File: config.mk
export PLATFORM = sky130hd
export DESIGN_NAME = i2c_slave_gpio_regs
export DESIGN_NICKNAME = d
export VERILOG_FILES = /design/src/common/gpio_i2c_pkg.sv /design/src/rtl/i2c_slave_gpio_regs.sv /design/src/rtl/reg_store.sv
export VERILOG_INCLUDE_DIRS = /design/src /design/src/common
export SDC_FILE = /design/constraint.sdc
export NUM_CORES = 1
export LEC_CHECK = 0
export BUFFER_PORTS_ARGS = -buffer_cell sky130_fd_sc_hd__buf_4
export CAP_MARGIN = 10
export CELL_PAD_IN_SITES_DETAIL_PLACEMENT = 1
export CELL_PAD_IN_SITES_GLOBAL_PLACEMENT = 1
export CORE_UTILIZATION = 49
export CTS_CLUSTER_DIAMETER = 60
export DETAILED_ROUTE_END_ITERATION = 12
export GPL_TIMING_DRIVEN = 0
export PLACE_DENSITY_LB_ADDON = 0.1
export RECOVER_POWER = 50
export SYNTH_ARGS = -nofsm -noshare
export SYNTH_HDL_FRONTEND = slang
export SYNTH_SLANG_ARGS = --single-unit
File: constraint.sdc
create_clock -name clk_sys_i -period 2.58 [get_ports clk_sys_i]
set_input_delay 0.516 -clock clk_sys_i [delete_from_list [all_inputs] [get_ports clk_sys_i]]
set_output_delay 0.516 -clock clk_sys_i [all_outputs]
set_load 0.01 [all_outputs]
File: src/common/gpio_i2c_map.svh
`ifndef GPIO_I2C_MAP_SVH
`define GPIO_I2C_MAP_SVH
`define SLAVE_ADDR        7'h59
`define REG_PIN_CONTROL   8'h06
`define REG_PIN_DATA      8'h07
`define PWM_EN_BIT        4
`define PIN_COUNT         3
`define PIN_CONTROL_RESET 8'h00
`define PIN_DATA_RESET    8'h00
`define REG_COUNT         2
`endif

File: src/common/gpio_i2c_pkg.sv
package gpio_i2c_pkg;
  typedef enum logic [2:0] {
    ST_IDLE  = 3'b000,
    ST_ADDR  = 3'b001,
    ST_AACK  = 3'b011,
    ST_INDEX = 3'b010,
    ST_WDATA = 3'b110,
    ST_DACK  = 3'b111,
    ST_RDATA = 3'b101,
    ST_RACK  = 3'b100
  } slave_state_e;
  typedef logic [7:0] byte_t;
endpackage

File: src/rtl/i2c_slave_gpio_regs.sv
// What this block does
// - Control bits set each pin's direction
// - Output pins drive their data bits
// - PWM enable forces pin 0 input
// - Only pin 0 offers PWM input
// - Data read returns actual pin levels
// - Data changes only while clock low
// - Detect START and STOP while clock high
// - Bus busy from START until STOP
// - Repeated START restarts address reception
// - Bytes are eight bits, MSB first
// - Receiver pulls data low on ninth
// - Addressed slave acknowledges every received byte
// - Address 59H plus direction bit
// - Write sends index then data byte
// - Write applies at each data acknowledge rise
`timescale 1ns/1ps
`include "gpio_i2c_map.svh"
module i2c_slave_gpio_regs
  import gpio_i2c_pkg::*;
(
  input  wire logic                  clk_sys_i,
  input  wire logic                  rst_b_i,
  input  wire logic                  scl_i,
  input  wire logic                  sda_i,
  output logic                       sda_o,
  output logic                       sda_oe_b_o,
  input  wire logic [`PIN_COUNT-1:0] gpio_i,
  output logic      [`PIN_COUNT-1:0] gpio_o,
  output logic      [`PIN_COUNT-1:0] gpio_oe_b_o,
  output logic                       pwm_in_o,
  output logic                       bus_busy_o
);
  logic [1:0] scl_sync_q, sda_sync_q;
  logic       scl_q, sda_q;
  logic       scl_rise, scl_fall, start_det, stop_det;

  slave_state_e state_q, state_d;
  logic [3:0]   bit_cnt_q, bit_cnt_d;
  byte_t        shift_q, shift_d;
  byte_t        index_q, index_d;
  logic         ack_drv_q, ack_drv_d;
  logic         tx_bit_q, tx_bit_d;
  logic         busy_q, busy_d;
  logic         phase_q, phase_d;
  logic         wr_en;
  byte_t        rd_data, pin_control, pin_data;

  logic [`PIN_COUNT-1:0] gpio_sync1_q, gpio_sync2_q;
  logic [`PIN_COUNT-1:0] oe_q, oe_d, out_q, out_d;
  logic                  pwm_q, pwm_d;

  // Synchronise pins; stage one is read only by stage two
  always_ff @(posedge clk_sys_i)
  begin
    if (!rst_b_i)
    begin
      scl_sync_q   <= 2'h3;
      sda_sync_q   <= 2'h3;
      scl_q        <= 1'b1;
      sda_q        <= 1'b1;
      gpio_sync1_q <= '0;
      gpio_sync2_q <= '0;
    end
    else
    begin
      scl_sync_q   <= {scl_sync_q[0], scl_i};
      sda_sync_q   <= {sda_sync_q[0], sda_i};
      scl_q        <= scl_sync_q[1];
      sda_q        <= sda_sync_q[1];
      gpio_sync1_q <= gpio_i;
      gpio_sync2_q <= gpio_sync1_q;
    end
  end

  assign scl_rise  = scl_sync_q[1] & ~scl_q;
  assign scl_fall  = ~scl_sync_q[1] & scl_q;
  assign start_det = scl_sync_q[1] & scl_q & sda_q & ~sda_sync_q[1];
  assign stop_det  = scl_sync_q[1] & scl_q & ~sda_q & sda_sync_q[1];

  always_comb
  begin
    state_d   = state_q;
    bit_cnt_d = bit_cnt_q;
    shift_d   = shift_q;
    index_d   = index_q;
    ack_drv_d = ack_drv_q;
    tx_bit_d  = tx_bit_q;
    busy_d    = busy_q;
    wr_en     = 1'b0;
    if (start_det)
    begin
      busy_d    = 1'b1;
      state_d   = ST_ADDR;
      bit_cnt_d = 4'h0;
      ack_drv_d = 1'b0;
      tx_bit_d  = 1'b1;
    end
    else if (stop_det)
    begin
      busy_d    = 1'b0;
      state_d   = ST_IDLE;
      ack_drv_d = 1'b0;
      tx_bit_d  = 1'b1;
    end
    else
    begin
      case (state_q)
        ST_ADDR, ST_INDEX, ST_WDATA:
        begin
          if (scl_rise)
          begin
            shift_d   = {shift_q[6:0], sda_q};
            bit_cnt_d = bit_cnt_q + 4'h1;
          end
          // Drive ack on falling edge after eighth bit
          if (scl_fall && bit_cnt_q == 4'h8)
          begin
            bit_cnt_d = 4'h0;
            if (state_q == ST_ADDR)
            begin
              if (shift_q[7:1] == `SLAVE_ADDR)
              begin
                ack_drv_d = 1'b1;
                state_d   = ST_AACK;
              end
              else
              begin
                state_d = ST_IDLE;
              end
            end
            else
            begin
              ack_drv_d = 1'b1;
              state_d   = ST_DACK;
            end
          end
        end
        ST_AACK:
        begin
          if (scl_fall)
          begin
            ack_drv_d = 1'b0;
            if (shift_q[0])
            begin
              state_d  = ST_RDATA;
              tx_bit_d = rd_data[7];
              bit_cnt_d = 4'h1;
              shift_d  = {rd_data[6:0], 1'b0};
            end
            else
            begin
              state_d = ST_INDEX;
            end
          end
        end
        ST_DACK:
        begin
          // Further data bytes rewrite the same index
          if (scl_fall)
          begin
            ack_drv_d = 1'b0;
            state_d   = ST_WDATA;
          end
        end
        ST_RDATA:
        begin
          if (scl_fall)
          begin
            if (bit_cnt_q == 4'h8)
            begin
              tx_bit_d = 1'b1;
              state_d  = ST_RACK;
            end
            else
            begin
              tx_bit_d  = shift_q[7];
              shift_d   = {shift_q[6:0], 1'b0};
              bit_cnt_d = bit_cnt_q + 4'h1;
            end
          end
        end
        ST_RACK:
        begin
          if (scl_rise && sda_q)
          begin
            state_d = ST_IDLE;
          end
          else if (scl_rise)
          begin
            state_d   = ST_RDATA;
            bit_cnt_d = 4'h0;
            shift_d   = rd_data;
          end
        end
        default:
        begin
          state_d = ST_IDLE;
        end
      endcase
    end
    if (state_q == ST_DACK && scl_rise && !start_det && !stop_det)
    begin
      if (phase_q)
      begin
        wr_en = 1'b1;
      end
      else
      begin
        index_d = shift_q;
      end
    end
  end

  // Index byte versus data byte within a write
  always_comb
  begin
    phase_d = phase_q;
    if (start_det || stop_det)
    begin
      phase_d = 1'b0;
    end
    else if (state_q == ST_DACK && scl_fall)
    begin
      phase_d = 1'b1;
    end
  end

  always_ff @(posedge clk_sys_i)
  begin
    if (!rst_b_i)
    begin
      state_q   <= ST_IDLE;
      bit_cnt_q <= 4'h0;
      shift_q   <= 8'h00;
      index_q   <= 8'h00;
      ack_drv_q <= 1'b0;
      tx_bit_q  <= 1'b1;
      busy_q    <= 1'b0;
      phase_q   <= 1'b0;
    end
    else
    begin
      state_q   <= state_d;
      bit_cnt_q <= bit_cnt_d;
      shift_q   <= shift_d;
      index_q   <= index_d;
      ack_drv_q <= ack_drv_d;
      tx_bit_q  <= tx_bit_d;
      busy_q    <= busy_d;
      phase_q   <= phase_d;
    end
  end

  reg_store u_reg_store (
    .clk_sys_i     (clk_sys_i),
    .rst_b_i       (rst_b_i),
    .wr_en_i       (wr_en),
    .wr_index_i    (index_q),
    .wr_data_i     (shift_q),
    .rd_index_i    (index_q),
    .pin_state_i   (gpio_sync2_q),
    .rd_data_o     (rd_data),
    .pin_control_o (pin_control),
    .pin_data_o    (pin_data)
  );

  // Pin drivers, one per pin
  genvar g;
  generate
    for (g = 0; g < `PIN_COUNT; g++)
    begin : g_pin
      if (g == 0)
      begin : g_pwm
        assign oe_d[g] = pin_control[g] & ~pin_control[`PWM_EN_BIT];
      end
      else
      begin : g_plain
        assign oe_d[g] = pin_control[g];
      end
      assign out_d[g] = pin_data[g];
    end
  endgenerate

  assign pwm_d = pin_control[`PWM_EN_BIT] & gpio_sync2_q[0];

  always_ff @(posedge clk_sys_i)
  begin
    if (!rst_b_i)
    begin
      oe_q  <= '0;
      out_q <= '0;
      pwm_q <= 1'b0;
    end
    else
    begin
      oe_q  <= oe_d;
      out_q <= out_d;
      pwm_q <= pwm_d;
    end
  end

  // Open drain: drive low for ack or a zero data bit
  always_comb
  begin
    sda_o      = 1'b0;
    sda_oe_b_o = ~(ack_drv_q | (state_q == ST_RDATA && !tx_bit_q));
  end

  assign gpio_o      = out_q;
  assign gpio_oe_b_o = ~oe_q;
  assign pwm_in_o    = pwm_q;
  assign bus_busy_o  = busy_q;
endmodule // i2c_slave_gpio_regs

File: src/rtl/reg_store.sv
`timescale 1ns/1ps
`include "gpio_i2c_map.svh"
module reg_store
  import gpio_i2c_pkg::*;
(
  input  wire logic                    clk_sys_i,
  input  wire logic                    rst_b_i,
  input  wire logic                    wr_en_i,
  input  wire byte_t                   wr_index_i,
  input  wire byte_t                   wr_data_i,
  input  wire byte_t                   rd_index_i,
  input  wire logic [`PIN_COUNT-1:0]   pin_state_i,
  output byte_t                        rd_data_o,
  output byte_t                        pin_control_o,
  output byte_t                        pin_data_o
);
  byte_t ctl_q, ctl_d, dat_q, dat_d, rd_q, rd_d;

  always_comb
  begin
    ctl_d = ctl_q;
    dat_d = dat_q;
    if (wr_en_i && wr_index_i == `REG_PIN_CONTROL)
    begin
      ctl_d = wr_data_i & 8'h17;
    end
    if (wr_en_i && wr_index_i == `REG_PIN_DATA)
    begin
      dat_d = wr_data_i & 8'h07;
    end
    rd_d = 8'h00;
    case (rd_index_i)
      `REG_PIN_CONTROL: rd_d = ctl_q;
      `REG_PIN_DATA:    rd_d = {5'h00, pin_state_i};
      default:          rd_d = 8'h00;
    endcase
  end

  always_ff @(posedge clk_sys_i)
  begin
    if (!rst_b_i)
    begin
      ctl_q <= `PIN_CONTROL_RESET;
      dat_q <= `PIN_DATA_RESET;
      rd_q  <= 8'h00;
    end
    else
    begin
      ctl_q <= ctl_d;
      dat_q <= dat_d;
      rd_q  <= rd_d;
    end
  end

  assign rd_data_o     = rd_q;
  assign pin_control_o = ctl_q;
  assign pin_data_o    = dat_q;
endmodule // reg_store

==> impl_metrics.py <==
metrics = {
    "global_routing": {
        "grt_overflow": 0,
        "grt_usage_pct": 24.7,
        "grt_pass1_wl_mm": 10.0,
        "grt_pass1_vias": 2071,
        "grt_antenna_before_repair": 0,
        "grt_max_degree": 11,
    },
    "place": {
        "preCtsSetupSlack_ps": 462,
        "port_buffers": 14,
        "place_inst": 377,
        "dp.final_hpwl_mm": 4.50,
        "gp_congestion": 0.875,
    },
    "clocking": {
        "cts_tree": "built",
        "cts_made_buffers": 9,
        "cts.htree.levels": 3,
        "clkTransAtPathRegs_ps": 60,
        "cts_resized": 0,
        "cts-root-buf": "clkbuf_8",
        "postCtsSetupRepairBufs": 0,
        "cts_max_path_buffers": 2,
        "clock_sink_count": 57,
        "worst_skew_pair.late_latency_ps": 340,
        "hold_buffers": 0,
    },
    "routing": {
        "wl_met1_mm": 3.12,
        "ant_nets": 0,
        "dr_total_vias": 2153,
        "top_layer": "met4",
        "drcViolationCount": 0,
        "drtIter0Drc": 103,
        "wl_mm": 6.38,
        "route.met3.wl_um": 151,
        "first_pass_iters": 4,
        "via_per_inst": 5.51,
        "wl_met2_mm": 2.95,
        "wl_per_cell_um": 16.3,
    },
    "final_layout": {
        "diodes": 0,
        "final_cells": 391,
        "area_delta_synth_final_pct": 11.1,
        "nNetsFinal": 327,
        "drive_gt1_share_pct": 11.8,
    },
    "critical_path": {
        "path_class": "flop to flop",
        "r2r_slack_ps": 450,
        "crit_path_start_kind": "flop",
        "arrival_ps": 2350,
        "worstPathCellList": "inv_1, ha_1, nand3b_1, nor2_1, o221ai_1, nor3_2, a21boi_0, o22ai_1",
        "rr_endpoint": "bit_cnt_q[2]",
        "cp-end-kind": "flop",
        "ff2ff_path_depth": 8,
        "max_stage_delay_ps": 370,
        "critPathMaxFanout": 7,
        "cp.required_ps": 2800,
        "cp_slowest_cell": "nor2_1",
        "r2r-start": "bit_cnt_q[0]",
    },
    "power_and_ir_drop": {
        "seqPwrFrac_pct": 41.9,
        "ir_drop_uv": 388,
        "p_clk_share_pct": 29.8,
        "switching_power_uw": 775,
        "pwr_density_cell_nw_per_um2": 775,
        "sw_frac_of_total_pct": 34.0,
        "p_leak_uw": 0.000987,
        "combPwrFrac_pct": 28.3,
        "intPower_uw": 1500,
    },
    "floorplanning": {
        "core_area_um2": 5140,
        "io_pins": 17,
        "die_y_um": 75.5,
        "initial_core_util_pct": 51.5,
        "rows": 26,
        "dieWidth_um": 75.5,
        "dieArea_um2": 5700,
    },
    "timing": {
        "fmax_mhz": 470,
        "setup_ws_ps": 453,
        "layout_min_cycle_time_ps": 2130,
        "fin_tns_setup_ps": 0,
        "finalHoldViolCount": 0,
        "fin_skew_ps": 9.73,
        "report.final.slew_viol_count": 0,
        "slew_headroom_pct": 62.3,
        "setup_violations": 0,
        "period_share_pct": 82.4,
        "grt_setup_unrepaired": "false",
        "worst_pin_slew_ps": 561,
    },
    "logic_synthesis": {
        "yosysTopAreaCell": "dfxtp_1",
        "synth.distinct_cells": 48,
        "async_flop_share_pct": 0,
        "yosysMostFrequentCell": "dfxtp_1",
        "yosysTopAreaCellShare_pct": 43.1,
        "synth_area_um2": 2650,
        "yosys_warnings": 0,
        "syn-mean-instance-area_um2": 9.04,
        "synth_flop_cell": "dfxtp_1",
        "ys_seq_elements": 57,
        "synth_fp_nets": 302,
        "netlist_instances": 293,
        "yosys-top-cells-count": "dfxtp_1 (57), nand2_1 (24), nor2_1 (22)",
        "synth_area_leaders": "dfxtp_1 (43%), mux2i_1 (7.2%), nor2b_1 (4.3%)",
        "synth_edf_count": 0,
        "seq_area_frac_synth_pct": 43.1,
    },
    "worst_hold_path": {
        "hold_path.startpoint": "scl_i",
        "hold_end": "scl_sync_q[0]",
        "min_path_cells": 2,
        "hold_class": "input port to flop",
    },
    "run": {
        "cap_violations": 0,
    },
    "status": {
        "status": "finished, final reports clean",
    },
}
## layout make-up
cell class	count	area, µm²
fill	667	2200
buffer	18	90.1
inverter	10	37.5
clock buffer	10	128
clock inverter	4	22.5
sequential	57	1140
timing repair buffer	14	75.1
tap	70	87.6
multi-input combinational	208	1360
## critical path, delay by kind of cell (launching register included)
family	cells	cell delay, ps
flip-flops	1	350
AO/OA/AOI/OAI	3	560
buffers and inverters	1	90
AND/OR/NAND/NOR	3	850
adder cells (fa/ha/maj)	1	150
## through the flow
stage | power [µW] | hold slack (ps) | util (%) | area (µm²)
after detailed placement | 1610 | 395 | 55.3 | 2840
after floorplan | 1460 | 386 | - | 2650
after global routing | 2380 | 364 | 57.2 | 2940
final | 2280 | 363 | 57.2 | 2940
after CTS | 2280 | 354 | 58.2 | 2990
after global placement | 1600 | 390 | 55.3 | 2840
## layer usage
| layer | global-route usage, % | vias up |
|---|---|---|
| li1 | - | 1050 |
| met1 | 32.3 | 1055 |
| met2 | 38.3 | 32 |
| met3 | 5.29 | 16 |
| met4 | 13.4 | 0 |
| met5 | 0 | - |
## power groups by stage
stage | combinational [µW] | clock, µW | sequential, µW
floorplan | 493 | 0 | 964
global placement | 624 | 0 | 971
detailed placement | 635 | 0 | 974
CTS | 638 | 684 | 954
global route | 699 | 723 | 959
finish | 645 | 680 | 955
## registers in the layout (all words and copies together) (netlist names), 2 cells and up
| register | flops |
|---|---|
| index_q | 8 |
| shift_q | 8 |
| bit_cnt_q | 4 |
| u_reg_store.pin_control_o | 4 |
| u_reg_store.rd_data_o | 4 |
| gpio_o | 3 |
| gpio_sync1_q | 3 |
| gpio_sync2_q | 3 |
| oe_q | 3 |
| state_q | 3 |
| u_reg_store.pin_data_o | 3 |
| scl_sync_q | 2 |
| sda_sync_q | 2 |
## logic make-up after synthesis
family                   share of synthesized area [%]
other                                            0.142
AO/OA/AOI/OAI                                     12.3
AND/OR/NAND/NOR                                   31.0
XOR/XNOR                                         0.331
buffers and inverters                             4.96
adder cells (fa/ha/maj)                          0.945
multiplexers                                      7.18
flip-flops                                        43.1
## how the worst max path moves through the flow
stage | cells past startpoint | startpoint | slack [ps] | to
3_3_place_gp | 8 | bit_cnt_q[0] | 530 | bit_cnt_q[2]
3_5_place_dp | 8 | bit_cnt_q[0] | 460 | bit_cnt_q[2]
4_1_cts | 8 | bit_cnt_q[0] | 460 | bit_cnt_q[2]
5_1_grt | 8 | bit_cnt_q[0] | 280 | bit_cnt_q[2]
6_report | 8 | bit_cnt_q[0] | 450 | bit_cnt_q[2]
2_1_floorplan | 8 | bit_cnt_q[0] | 850 | bit_cnt_q[2]
## layout by cell type (no fill, tap or decap), types with 4 or more instances in the layout
master,n
o21ai_0,9
nor2_1,22
clkbuf_1,20
mux2i_1,19
nor2b_1,18
nor3_1,5
o211ai_1,4
inv_1,10
nand3b_1,6
nand2_1,24
dfxtp_1,57
nand2b_1,16
buf_4,9
and2_0,7
nand3_1,6
a21oi_1,18
clkbuf_8,9
and2_1,4
No activity file was read; power rests on OpenSTA's default activity.
